<file path="config.mk">
export PLATFORM = sky130hd
export DESIGN_NAME = cct_timer
export DESIGN_NICKNAME = d
export VERILOG_FILES = /design/src/verilog/cct_pkg.sv /design/src/verilog/cct_timer.sv
export SDC_FILE = /design/constraint.sdc
export NUM_CORES = 1
export LEC_CHECK = 0
export ABC_AREA = 1
export BUFFER_PORTS_ARGS = -buffer_cell sky130_fd_sc_hd__clkbuf_2
export CAP_MARGIN = 20
export CORE_ASPECT_RATIO = 1.5
export CORE_MARGIN = 1
export CORE_UTILIZATION = 46
export DETAILED_ROUTE_END_ITERATION = 8
export HOLD_SLACK_MARGIN = 0.06
export PLACE_DENSITY = 0.74
export REMOVE_ABC_BUFFERS = 1
export SYNTH_ARGS = -nofsm -noshare
export SYNTH_HDL_FRONTEND = slang
export SYNTH_SLANG_ARGS = --single-unit
</file>
<file path="constraint.sdc">
create_clock -name sys_clk -period 5.3 [get_ports sys_clk]
set_input_delay 1.06 -clock sys_clk [delete_from_list [all_inputs] [get_ports sys_clk]]
set_output_delay 1.06 -clock sys_clk [all_outputs]
set_load 0.03 [all_outputs]
</file>
<file path="src/verilog/cct_pkg.sv">
/*
  constants, register map and bus carrier of the cascadable compare timer.
  assumes a byte-wide register port on sys_clk with read data one cycle after the strobe.
*/
// Operation
// - counter is two cascaded bytes, high byte bits 15..8, low byte bits 7..0.
// - split select bit 0 gives one 16-bit timer; high byte counts low overflows.
// - in 16-bit mode only the low clock-select field picks the counter clock.
// - split select bit 1 gives two byte counters, each with its own clock select.
// - clock selects offer clock divided by 32, 16, 4, 2; low also external events.
// - 16-bit wrap from all ones to zero sets the high overflow flag.
// - 16-bit overflow with its enable sets high request; interrupt needs high enable.
// - byte mode wrap 0xFF to 0x00 sets that counter's overflow flag.
// - byte mode overflow sets request only if enabled; interrupt needs that counter's enable.
// - 16-bit match sets high match flag and high request; interrupt if enabled.
// - 16-bit mode clears the counter on match only with high clear select.
// - byte mode clears each counter on its own match with its own clear select.
// - high match toggles high pin; high output-level bit forces its level.
// - byte mode low match toggles the low pin.
// - 16-bit mode counter and compare transfers go through a temporary byte.
// - reset clears both byte counters.
// - reset sets both byte compare registers to all ones.
// - control, status, two counters, two compares sit at consecutive byte addresses.
// - writing an output-level bit drives that pin to the level at once.
// - software clears a status flag by writing 0; writing 1 does nothing.
package cct_pkg;

  localparam int ADDR_W = 16;
  localparam int DATA_W = 8;

  // register map
  localparam logic [15:0] ADDR_CTRL      = 16'hFFB6;
  localparam logic [15:0] ADDR_STATUS    = 16'hFFB7;
  localparam logic [15:0] ADDR_CNT_HI    = 16'hFFB8;
  localparam logic [15:0] ADDR_CNT_LO    = 16'hFFB9;
  localparam logic [15:0] ADDR_CMP_HI    = 16'hFFBA;
  localparam logic [15:0] ADDR_CMP_LO    = 16'hFFBB;
  localparam logic [15:0] ADDR_IRQ_REQ   = 16'hFFBC;
  localparam logic [15:0] ADDR_IRQ_EN    = 16'hFFBD;
  localparam logic [15:0] ADDR_EDGE_CFG  = 16'hFFBE;

  // reset values, fixed read values and byte maximum
  localparam logic [7:0] CTRL_RST  = 8'h00;
  localparam logic [7:0] STAT_RST  = 8'h00;
  localparam logic [7:0] CNT_RST   = 8'h00;
  localparam logic [7:0] CMP_RST   = 8'hFF;
  localparam logic [7:0] RD_CTRL   = 8'hFF;
  localparam logic [7:0] RD_UNMAP  = 8'h00;
  localparam logic [7:0] BYTE_MAX  = 8'hFF;

  // control fields
  localparam int CTRL_HI_LEVEL = 7;
  localparam int CTRL_SPLIT    = 6;
  localparam int CTRL_HI_SEL   = 4;
  localparam int CTRL_LO_LEVEL = 3;
  localparam int CTRL_LO_SRC   = 2;
  localparam int CTRL_LO_SEL   = 0;

  // status fields
  localparam int ST_HI_OVF   = 7;
  localparam int ST_HI_MATCH = 6;
  localparam int ST_HI_OVIE  = 5;
  localparam int ST_HI_CLR   = 4;
  localparam int ST_LO_OVF   = 3;
  localparam int ST_LO_MATCH = 2;
  localparam int ST_LO_OVIE  = 1;
  localparam int ST_LO_CLR   = 0;

  // request / enable fields
  localparam int IRQ_HI = 1;
  localparam int IRQ_LO = 0;

  // prescaler divide selects
  localparam logic [1:0] DIV_32 = 2'h0;
  localparam logic [1:0] DIV_16 = 2'h1;
  localparam logic [1:0] DIV_4  = 2'h2;
  localparam logic [1:0] DIV_2  = 2'h3;
  localparam int PRESC_W = 5;

  typedef struct packed {
    logic [ADDR_W-1:0] addr;
    logic [DATA_W-1:0] wdata;
    logic              wr;
    logic              rd;
  } cct_bus_req_t;

endpackage

</file>
<file path="src/verilog/cct_timer.sv">
/*
  cascadable compare timer: 16-bit up counter or two byte timers with compare,
  overflow and toggle outputs, reached over a plain byte register port.
  assumes one clock, synchronous active-low reset, event pin asynchronous.
*/
`timescale 1ns/1ps
module cct_timer
(
  input  wire logic                  sys_clk,
  input  wire logic                  resetn,
  input  wire cct_pkg::cct_bus_req_t bus_req,
  output logic [7:0]                 rd_data,
  input  wire logic                  event_input_pin,
  output logic                       high_toggle_pin,
  output logic                       low_toggle_pin,
  output logic                       high_irq,
  output logic                       low_irq
);

  function automatic logic hit(input logic [15:0] a, input logic [15:0] r);
    hit = (a == r);
  endfunction

  function automatic logic presc_tick(input logic [1:0] sel, input logic [4:0] p);
    case (sel)
      cct_pkg::DIV_32: presc_tick = &p[4:0];
      cct_pkg::DIV_16: presc_tick = &p[3:0];
      cct_pkg::DIV_4:  presc_tick = &p[1:0];
      default:         presc_tick = p[0];
    endcase
  endfunction

  logic [7:0]                   ctrl_r;
  logic [7:0]                   stat_r;
  logic [7:0]                   cnt_hi_r;
  logic [7:0]                   cnt_lo_r;
  logic [7:0]                   cmp_hi_r;
  logic [7:0]                   cmp_lo_r;
  logic [7:0]                   tmp_r;
  logic [1:0]                   req_r;
  logic [1:0]                   en_r;
  logic                         edge_rise_r;
  logic [cct_pkg::PRESC_W-1:0]  presc_r;
  logic                         ev_s1_r;
  logic                         ev_s2_r;
  logic                         ev_s3_r;
  logic                         eq_hi_r;
  logic                         eq_lo_r;
  logic                         eq16_r;

  //////////////////////////////////////////////////////////////////////////////
  // decode and events
  logic split;
  logic wr_ctrl;
  logic wr_stat;
  logic wr_chi;
  logic wr_clo;
  logic wr_mhi;
  logic wr_mlo;
  logic rd_chi;
  logic ev_edge;
  logic lo_tick;
  logic hi_tick;
  logic lo_wrap;
  logic hi_wrap;
  logic eq_hi;
  logic eq_lo;
  logic eq16;
  logic match_hi;
  logic match_lo;
  logic clr_hi;
  logic clr_lo;
  logic set_hi_ovf;
  logic set_lo_ovf;
  logic set_hi_req;
  logic set_lo_req;

  assign split   = ctrl_r[cct_pkg::CTRL_SPLIT];
  assign wr_ctrl = bus_req.wr && hit(bus_req.addr, cct_pkg::ADDR_CTRL);
  assign wr_stat = bus_req.wr && hit(bus_req.addr, cct_pkg::ADDR_STATUS);
  assign wr_chi  = bus_req.wr && hit(bus_req.addr, cct_pkg::ADDR_CNT_HI);
  assign wr_clo  = bus_req.wr && hit(bus_req.addr, cct_pkg::ADDR_CNT_LO);
  assign wr_mhi  = bus_req.wr && hit(bus_req.addr, cct_pkg::ADDR_CMP_HI);
  assign wr_mlo  = bus_req.wr && hit(bus_req.addr, cct_pkg::ADDR_CMP_LO);
  assign rd_chi  = bus_req.rd && hit(bus_req.addr, cct_pkg::ADDR_CNT_HI);

  // one chosen edge of the synchronised event pin
  assign ev_edge = edge_rise_r ? (ev_s2_r && !ev_s3_r) : (!ev_s2_r && ev_s3_r);

  // low source: event pin or prescaler, same field in both modes
  assign lo_tick = ctrl_r[cct_pkg::CTRL_LO_SRC]
                   ? presc_tick(ctrl_r[cct_pkg::CTRL_LO_SEL +: 2], presc_r)
                   : ev_edge;
  assign lo_wrap = lo_tick && (cnt_lo_r == cct_pkg::BYTE_MAX);
  // high source: own prescaler choice when split, low carry otherwise
  assign hi_tick = split ? presc_tick(ctrl_r[cct_pkg::CTRL_HI_SEL +: 2], presc_r)
                         : lo_wrap;
  assign hi_wrap = hi_tick && (cnt_hi_r == cct_pkg::BYTE_MAX);

  assign eq_hi    = (cnt_hi_r == cmp_hi_r);
  assign eq_lo    = (cnt_lo_r == cmp_lo_r);
  assign eq16     = eq_hi && eq_lo;
  // a match is counted once, when equality begins
  assign match_hi = split ? (eq_hi && !eq_hi_r) : (eq16 && !eq16_r);
  assign match_lo = split && eq_lo && !eq_lo_r;

  assign clr_hi = match_hi && stat_r[cct_pkg::ST_HI_CLR];
  assign clr_lo = split ? (match_lo && stat_r[cct_pkg::ST_LO_CLR]) : clr_hi;

  assign set_hi_ovf = hi_wrap;
  assign set_lo_ovf = split && lo_wrap;
  assign set_hi_req = (hi_wrap && stat_r[cct_pkg::ST_HI_OVIE]) || match_hi;
  assign set_lo_req = split && ((lo_wrap && stat_r[cct_pkg::ST_LO_OVIE]) || match_lo);

  //////////////////////////////////////////////////////////////////////////////
  // prescaler and event synchroniser
  always_ff @(posedge sys_clk)
  begin
    if (!resetn)
      presc_r <= '0;
    else
      presc_r <= presc_r + 5'h01;
  end

  always_ff @(posedge sys_clk)
  begin
    if (!resetn)
    begin
      ev_s1_r <= 1'b0;
      ev_s2_r <= 1'b0;
      ev_s3_r <= 1'b0;
    end
    else
    begin
      ev_s1_r <= event_input_pin;
      ev_s2_r <= ev_s1_r;
      ev_s3_r <= ev_s2_r;
    end
  end

  //////////////////////////////////////////////////////////////////////////////
  // control and configuration
  always_ff @(posedge sys_clk)
  begin
    if (!resetn)
    begin
      ctrl_r      <= cct_pkg::CTRL_RST;
      en_r        <= 2'h0;
      edge_rise_r <= 1'b1;
    end
    else
    begin
      if (wr_ctrl)
        ctrl_r <= bus_req.wdata;
      if (bus_req.wr && hit(bus_req.addr, cct_pkg::ADDR_IRQ_EN))
        en_r <= bus_req.wdata[1:0];
      if (bus_req.wr && hit(bus_req.addr, cct_pkg::ADDR_EDGE_CFG))
        edge_rise_r <= bus_req.wdata[0];
    end
  end

  //////////////////////////////////////////////////////////////////////////////
  // status flags: hardware set wins over a software zero write
  always_ff @(posedge sys_clk)
  begin
    if (!resetn)
      stat_r <= cct_pkg::STAT_RST;
    else
    begin
      if (wr_stat)
      begin
        stat_r[cct_pkg::ST_HI_OVIE] <= bus_req.wdata[cct_pkg::ST_HI_OVIE];
        stat_r[cct_pkg::ST_HI_CLR]  <= bus_req.wdata[cct_pkg::ST_HI_CLR];
        stat_r[cct_pkg::ST_LO_OVIE] <= bus_req.wdata[cct_pkg::ST_LO_OVIE];
        stat_r[cct_pkg::ST_LO_CLR]  <= bus_req.wdata[cct_pkg::ST_LO_CLR];
      end
      stat_r[cct_pkg::ST_HI_OVF] <= set_hi_ovf || (stat_r[cct_pkg::ST_HI_OVF]
        && !(wr_stat && !bus_req.wdata[cct_pkg::ST_HI_OVF]));
      stat_r[cct_pkg::ST_HI_MATCH] <= match_hi || (stat_r[cct_pkg::ST_HI_MATCH]
        && !(wr_stat && !bus_req.wdata[cct_pkg::ST_HI_MATCH]));
      stat_r[cct_pkg::ST_LO_OVF] <= set_lo_ovf || (stat_r[cct_pkg::ST_LO_OVF]
        && !(wr_stat && !bus_req.wdata[cct_pkg::ST_LO_OVF]));
      stat_r[cct_pkg::ST_LO_MATCH] <= match_lo || (stat_r[cct_pkg::ST_LO_MATCH]
        && !(wr_stat && !bus_req.wdata[cct_pkg::ST_LO_MATCH]));
    end
  end

  // interrupt requests, cleared by writing zero
  always_ff @(posedge sys_clk)
  begin
    if (!resetn)
      req_r <= 2'h0;
    else
    begin
      req_r[cct_pkg::IRQ_HI] <= set_hi_req || (req_r[cct_pkg::IRQ_HI] && !(bus_req.wr
        && hit(bus_req.addr, cct_pkg::ADDR_IRQ_REQ) && !bus_req.wdata[cct_pkg::IRQ_HI]));
      req_r[cct_pkg::IRQ_LO] <= set_lo_req || (req_r[cct_pkg::IRQ_LO] && !(bus_req.wr
        && hit(bus_req.addr, cct_pkg::ADDR_IRQ_REQ) && !bus_req.wdata[cct_pkg::IRQ_LO]));
    end
  end

  always_ff @(posedge sys_clk)
  begin
    if (!resetn)
    begin
      high_irq <= 1'b0;
      low_irq  <= 1'b0;
    end
    else
    begin
      high_irq <= req_r[cct_pkg::IRQ_HI] && en_r[cct_pkg::IRQ_HI];
      low_irq  <= req_r[cct_pkg::IRQ_LO] && en_r[cct_pkg::IRQ_LO];
    end
  end

  //////////////////////////////////////////////////////////////////////////////
  // temporary byte for 16-bit transfers
  always_ff @(posedge sys_clk)
  begin
    if (!resetn)
      tmp_r <= 8'h00;
    else if (!split)
    begin
      if (wr_chi || wr_mhi)
        tmp_r <= bus_req.wdata;
      else if (rd_chi)
        tmp_r <= cnt_lo_r;
      else if (bus_req.rd && hit(bus_req.addr, cct_pkg::ADDR_CMP_HI))
        tmp_r <= cmp_lo_r;
    end
  end

  //////////////////////////////////////////////////////////////////////////////
  // counters: cpu write, then clear on match, then count
  always_ff @(posedge sys_clk)
  begin
    if (!resetn)
      cnt_lo_r <= cct_pkg::CNT_RST;
    else if (wr_clo)
      cnt_lo_r <= bus_req.wdata;
    else if (clr_lo)
      cnt_lo_r <= 8'h00;
    else if (lo_tick)
      cnt_lo_r <= cnt_lo_r + 8'h01;
  end

  always_ff @(posedge sys_clk)
  begin
    if (!resetn)
      cnt_hi_r <= cct_pkg::CNT_RST;
    else if (split && wr_chi)
      cnt_hi_r <= bus_req.wdata;
    else if (!split && wr_clo)
      cnt_hi_r <= tmp_r;
    else if (clr_hi)
      cnt_hi_r <= 8'h00;
    else if (hi_tick)
      cnt_hi_r <= cnt_hi_r + 8'h01;
  end

  // low compare byte: direct in both modes
  always_ff @(posedge sys_clk)
  begin
    if (!resetn)
      cmp_lo_r <= cct_pkg::CMP_RST;
    else if (wr_mlo)
      cmp_lo_r <= bus_req.wdata;
  end

  // high compare byte: direct when split, from the temporary byte otherwise
  always_ff @(posedge sys_clk)
  begin
    if (!resetn)
      cmp_hi_r <= cct_pkg::CMP_RST;
    else if (split && wr_mhi)
      cmp_hi_r <= bus_req.wdata;
    else if (!split && wr_mlo)
      cmp_hi_r <= tmp_r;
  end

  always_ff @(posedge sys_clk)
  begin
    if (!resetn)
    begin
      eq_hi_r <= 1'b0;
      eq_lo_r <= 1'b0;
      eq16_r  <= 1'b0;
    end
    else
    begin
      eq_hi_r <= eq_hi;
      eq_lo_r <= eq_lo;
      eq16_r  <= eq16;
    end
  end

  //////////////////////////////////////////////////////////////////////////////
  // toggle pins: a level write overrides a match in the same cycle
  always_ff @(posedge sys_clk)
  begin
    if (!resetn)
      high_toggle_pin <= 1'b0;
    else if (wr_ctrl)
      high_toggle_pin <= bus_req.wdata[cct_pkg::CTRL_HI_LEVEL];
    else if (match_hi)
      high_toggle_pin <= !high_toggle_pin;
  end

  // low pin toggles only in byte mode, since match_lo is gated by split
  always_ff @(posedge sys_clk)
  begin
    if (!resetn)
      low_toggle_pin <= 1'b0;
    else if (wr_ctrl)
      low_toggle_pin <= bus_req.wdata[cct_pkg::CTRL_LO_LEVEL];
    else if (match_lo)
      low_toggle_pin <= !low_toggle_pin;
  end

  //////////////////////////////////////////////////////////////////////////////
  // read data, valid only in the cycle after the read strobe
  always_ff @(posedge sys_clk)
  begin
    if (!resetn)
      rd_data <= 8'h00;
    else if (!bus_req.rd)
      rd_data <= 8'h00;
    else if (hit(bus_req.addr, cct_pkg::ADDR_CTRL))
      rd_data <= cct_pkg::RD_CTRL;
    else if (hit(bus_req.addr, cct_pkg::ADDR_STATUS))
      rd_data <= stat_r;
    else if (hit(bus_req.addr, cct_pkg::ADDR_CNT_HI))
      rd_data <= cnt_hi_r;
    else if (hit(bus_req.addr, cct_pkg::ADDR_CNT_LO))
      rd_data <= split ? cnt_lo_r : tmp_r;
    else if (hit(bus_req.addr, cct_pkg::ADDR_CMP_HI))
      rd_data <= cmp_hi_r;
    else if (hit(bus_req.addr, cct_pkg::ADDR_CMP_LO))
      rd_data <= split ? cmp_lo_r : tmp_r;
    else if (hit(bus_req.addr, cct_pkg::ADDR_IRQ_REQ))
      rd_data <= {6'h00, req_r};
    else if (hit(bus_req.addr, cct_pkg::ADDR_IRQ_EN))
      rd_data <= {6'h00, en_r};
    else if (hit(bus_req.addr, cct_pkg::ADDR_EDGE_CFG))
      rd_data <= {7'h00, edge_rise_r};
    else
      rd_data <= cct_pkg::RD_UNMAP;
  end

endmodule // cct_timer

</file>
==> flow_metrics.py <==
metrics = {
    "outcome": {
        "status": "finished, final reports clean",
    },
    "clock_network": {
        "cts-htree-levels": 3,
        "post_cts_resized": 0,
        "clock-sinks": 82,
        "hold_buffers": 0,
        "root_buffer": "clkbuf_16",
        "cts_tree": "built",
        "post_cts_buffers": 0,
        "clk_latency_ps": 350,
        "clk_path_buf_depth": 2,
        "cts_made_buffers": 9,
        "cts.clk_slew.worst_paths_ps": 70,
    },
    "synth": {
        "yosysTopAreaCell": "dfxtp_1",
        "synth.distinct_cells": 45,
        "yosys-top-cells-area": "dfxtp_1 33%, nand2_1 12%, a21oi_1 9.2%, o21ai_0 6.6%, inv_1 6.6%",
        "synth-xor-area-share": 0.0339,
        "syn-cell-area_um2": 4910,
        "yosys_warnings": 0,
        "synth_top_family_by_area": "simple AND/OR/NAND/NOR gates",
        "ys_seq_area_frac": 0.334,
        "ys.flop_type": "dfxtp_1",
        "synthMuxAreaShare": 0,
        "synth.avg_cell_area_um2": 6.51,
        "synth-seq-cells": 82,
        "synthAdderAreaFrac": 0.0102,
        "synth.top_cell.area_share": 0.334,
        "async_flop_share": 0,
        "synthCells": 754,
        "synth-simple-area-share": 0.305,
        "synth-edff-count": 0,
        "synth_compound_area_frac": 0.218,
    },
    "worst_setup_path": {
        "crit_slowest_cell": "dfxtp_1",
        "cp-start-kind": "flop",
        "crit_type": "reg2reg",
        "worstPathArrival_ps": 3230,
        "crit_path_end": "cnt_hi_r[1]$_SDFFE_PN0P_",
        "max_stage_delay_ps": 850,
        "startpoint": "ctrl_r[6]$_SDFFE_PN0P_",
        "end_kind": "flop",
        "cp_data_required_time_ps": 5540,
        "r2r-end": "cnt_hi_r[1]$_SDFFE_PN0P_",
        "r2r_setup_slack_ps": 2310,
        "crit_fanout": 25,
        "cp_cell_sequence": "clkinv_1, nand2_1, nand3_1, nand3_2, nand2_1, nor2_1, nor2_1",
        "r2r_cells": 7,
        "reg2reg_from": "ctrl_r[6]$_SDFFE_PN0P_",
    },
    "die": {
        "die_w_um": 86.4,
        "fp-row-count": 45,
        "core-area_um2": 10200,
        "dieArea_um2": 11100,
        "start_util": 0.479,
        "io_pins": 41,
        "dieHeight_um": 129,
    },
    "timing": {
        "whs_ps": 419,
        "final-max-slew-violation-count": 0,
        "final.min_clock_period_ps": 2990,
        "hold_viol": 0,
        "worst_pin_slew_ps": 1020,
        "fin_worst_skew_ps": 10.4,
        "setup_tns_ps": 0,
        "rsz0062_at_grt": "false",
        "final.period_utilization": 0.564,
        "max_freq_ghz": 0.335,
        "finalSetupViolCount": 0,
        "slew_headroom": 0.311,
    },
    "power_and_ir_drop": {
        "intPower_mw": 0.971,
        "leakage_nw": 2.41,
        "pwr-share-seq": 0.474,
        "p_comb_frac": 0.054,
        "swShare": 0.265,
        "pwr_density_cell_nw_per_um2": 241,
        "p_sw_mw": 0.350,
        "p_total_mw": 1.32,
        "peakVddDrop_v": 0.000127,
        "clkPwrFrac": 0.473,
    },
    "finish": {
        "n_fill_cell": 1081,
        "seq_area_um2": 1640,
        "final_cell_mix": "158 x nand2_1, 90 x a21oi_1, 86 x inv_1",
        "syn_to_final_growth_pct": 11.4,
        "layout_commonest_cell": "nand2_1",
        "nets": 816,
        "drive_above_1_share": 0.122,
        "antenna_cells": 0,
        "multi_input_area_um2": 2780,
    },
    "global_route": {
        "grt_pass1_wl_mm": 25.3,
        "grt_max_degree": 53,
        "overflow": 0,
        "grt.total_usage": 0.302,
        "first_global_vias": 4800,
        "antenna_found_initial": 0,
    },
    "detailed_routing": {
        "final_antenna_net_count": 0,
        "route.detailed.drc": 0,
        "drt_iter0_drc": 465,
        "dr.pass1.iters": 5,
        "vias_per_cell": 5.57,
        "vias": 5174,
        "routed_wl_mm": 16.0,
        "wl_per_cell_um": 17.2,
    },
    "run": {
        "cap_violations": 0,
    },
    "placed_design": {
        "gp_congestion": 0.981,
        "port_buffers": 40,
        "post-dp-hpwl_mm": 12.1,
    },
    "min_path": {
        "holdPathStages": 2,
        "hp-class": "reg2reg",
    },
}
[power groups by stage]
stage	registers, mW	clock network, mW	logic (mW)
after floorplan	0.638	0	0.0290
after global placement	0.639	0	0.0675
after detailed placement	0.640	0	0.0691
after CTS	0.625	0.629	0.0694
after global routing	0.626	0.654	0.0765
final	0.625	0.624	0.0709
[cell usage after synthesis (5+ instances only)]
| cell type | number |
|---|---|
| a21oi_1 | 90 |
| buf_2 | 10 |
| clkbuf_1 | 9 |
| dfxtp_1 | 82 |
| inv_1 | 86 |
| inv_2 | 10 |
| nand2_1 | 158 |
| nand3_1 | 44 |
| nand3_2 | 5 |
| nand4_1 | 9 |
| nor2_1 | 82 |
| nor2_2 | 7 |
| nor3_1 | 7 |
| o211ai_1 | 17 |
| o21ai_0 | 65 |
| o21ai_1 | 8 |
| xnor2_1 | 11 |
| xor2_1 | 8 |
[metrics by stage]
step | setup slack [ps] | utilization | cells | area [um^2]
2_1_floorplan | 2700 | - | 731 | 4790
3_3_place_gp | 2330 | 0.505 | 913 | 5180
3_5_place_dp | 2190 | 0.505 | 913 | 5180
4_1_cts | 2370 | 0.534 | 929 | 5470
5_1_grt | 1990 | 0.534 | 929 | 5470
6_report | 2310 | 0.534 | 929 | 5470
[how the worst min path moves through the flow]
stage | startpoint | to | slack [ps]
3_5_place_dp | ev_s1_r$_SDFF_PN0_ | ev_s2_r$_SDFF_PN0_ | 410
5_1_grt | ev_s1_r$_SDFF_PN0_ | ev_s2_r$_SDFF_PN0_ | 470
6_report | ev_s1_r$_SDFF_PN0_ | ev_s2_r$_SDFF_PN0_ | 420
3_3_place_gp | ev_s1_r$_SDFF_PN0_ | ev_s2_r$_SDFF_PN0_ | 390
2_1_floorplan | ev_s1_r$_SDFF_PN0_ | ev_s2_r$_SDFF_PN0_ | 390
4_1_cts | ev_s1_r$_SDFF_PN0_ | ev_s2_r$_SDFF_PN0_ | 420
[worst max-delay path, delay by kind of cell (launching register included)]
kind                   cells  cell delay (ps)
DFF                        1              850
buffers and inverters      1              740
and+or+nand+nor            6             1300
[flip-flops by register name, summed over array words and instances (netlist names)]
register,flops
cmp_hi_r,8
cmp_lo_r,8
cnt_hi_r,8
cnt_lo_r,8
rd_data,8
stat_r,8
tmp_r,8
ctrl_r,6
presc_r,5
en_r,2
req_r,2
edge_rise_r,1
eq16_r,1
eq_hi_r,1
eq_lo_r,1
ev_s1_r,1
ev_s2_r,1
ev_s3_r,1
high_irq,1
high_toggle_pin,1
low_irq,1
low_toggle_pin,1
[final cells by class]
class,instances,area share
multi-input cells,551,0.508
flip-flops and latches,82,0.300
inverters,98,0.0675
clock buffers,9,0.0412
repair buffers,41,0.0380
well taps,141,0.0322
clock inverters,7,0.0128
[cells by family (layout without fill, tap and decap cells)]
kind of cell | after synthesis | count (layout)
AND/OR/NAND/NOR | 331 | 331
AO/OA/AOI/OAI | 197 | 197
buffers and inverters | 121 | 155
adder cells (fa/ha/maj) | 4 | 4
XOR/XNOR | 19 | 19
flip-flops | 82 | 82
[metal layers]
metal  vias up  GRT usage  share of wire
li1       2556          -              -
met1      2357      0.349           0.39
met2       204      0.520           0.50
met3        57     0.0513          0.056
met4         0      0.178          0.057
met5         -          0              0
Note: power is estimated with default switching activity, not from simulation.
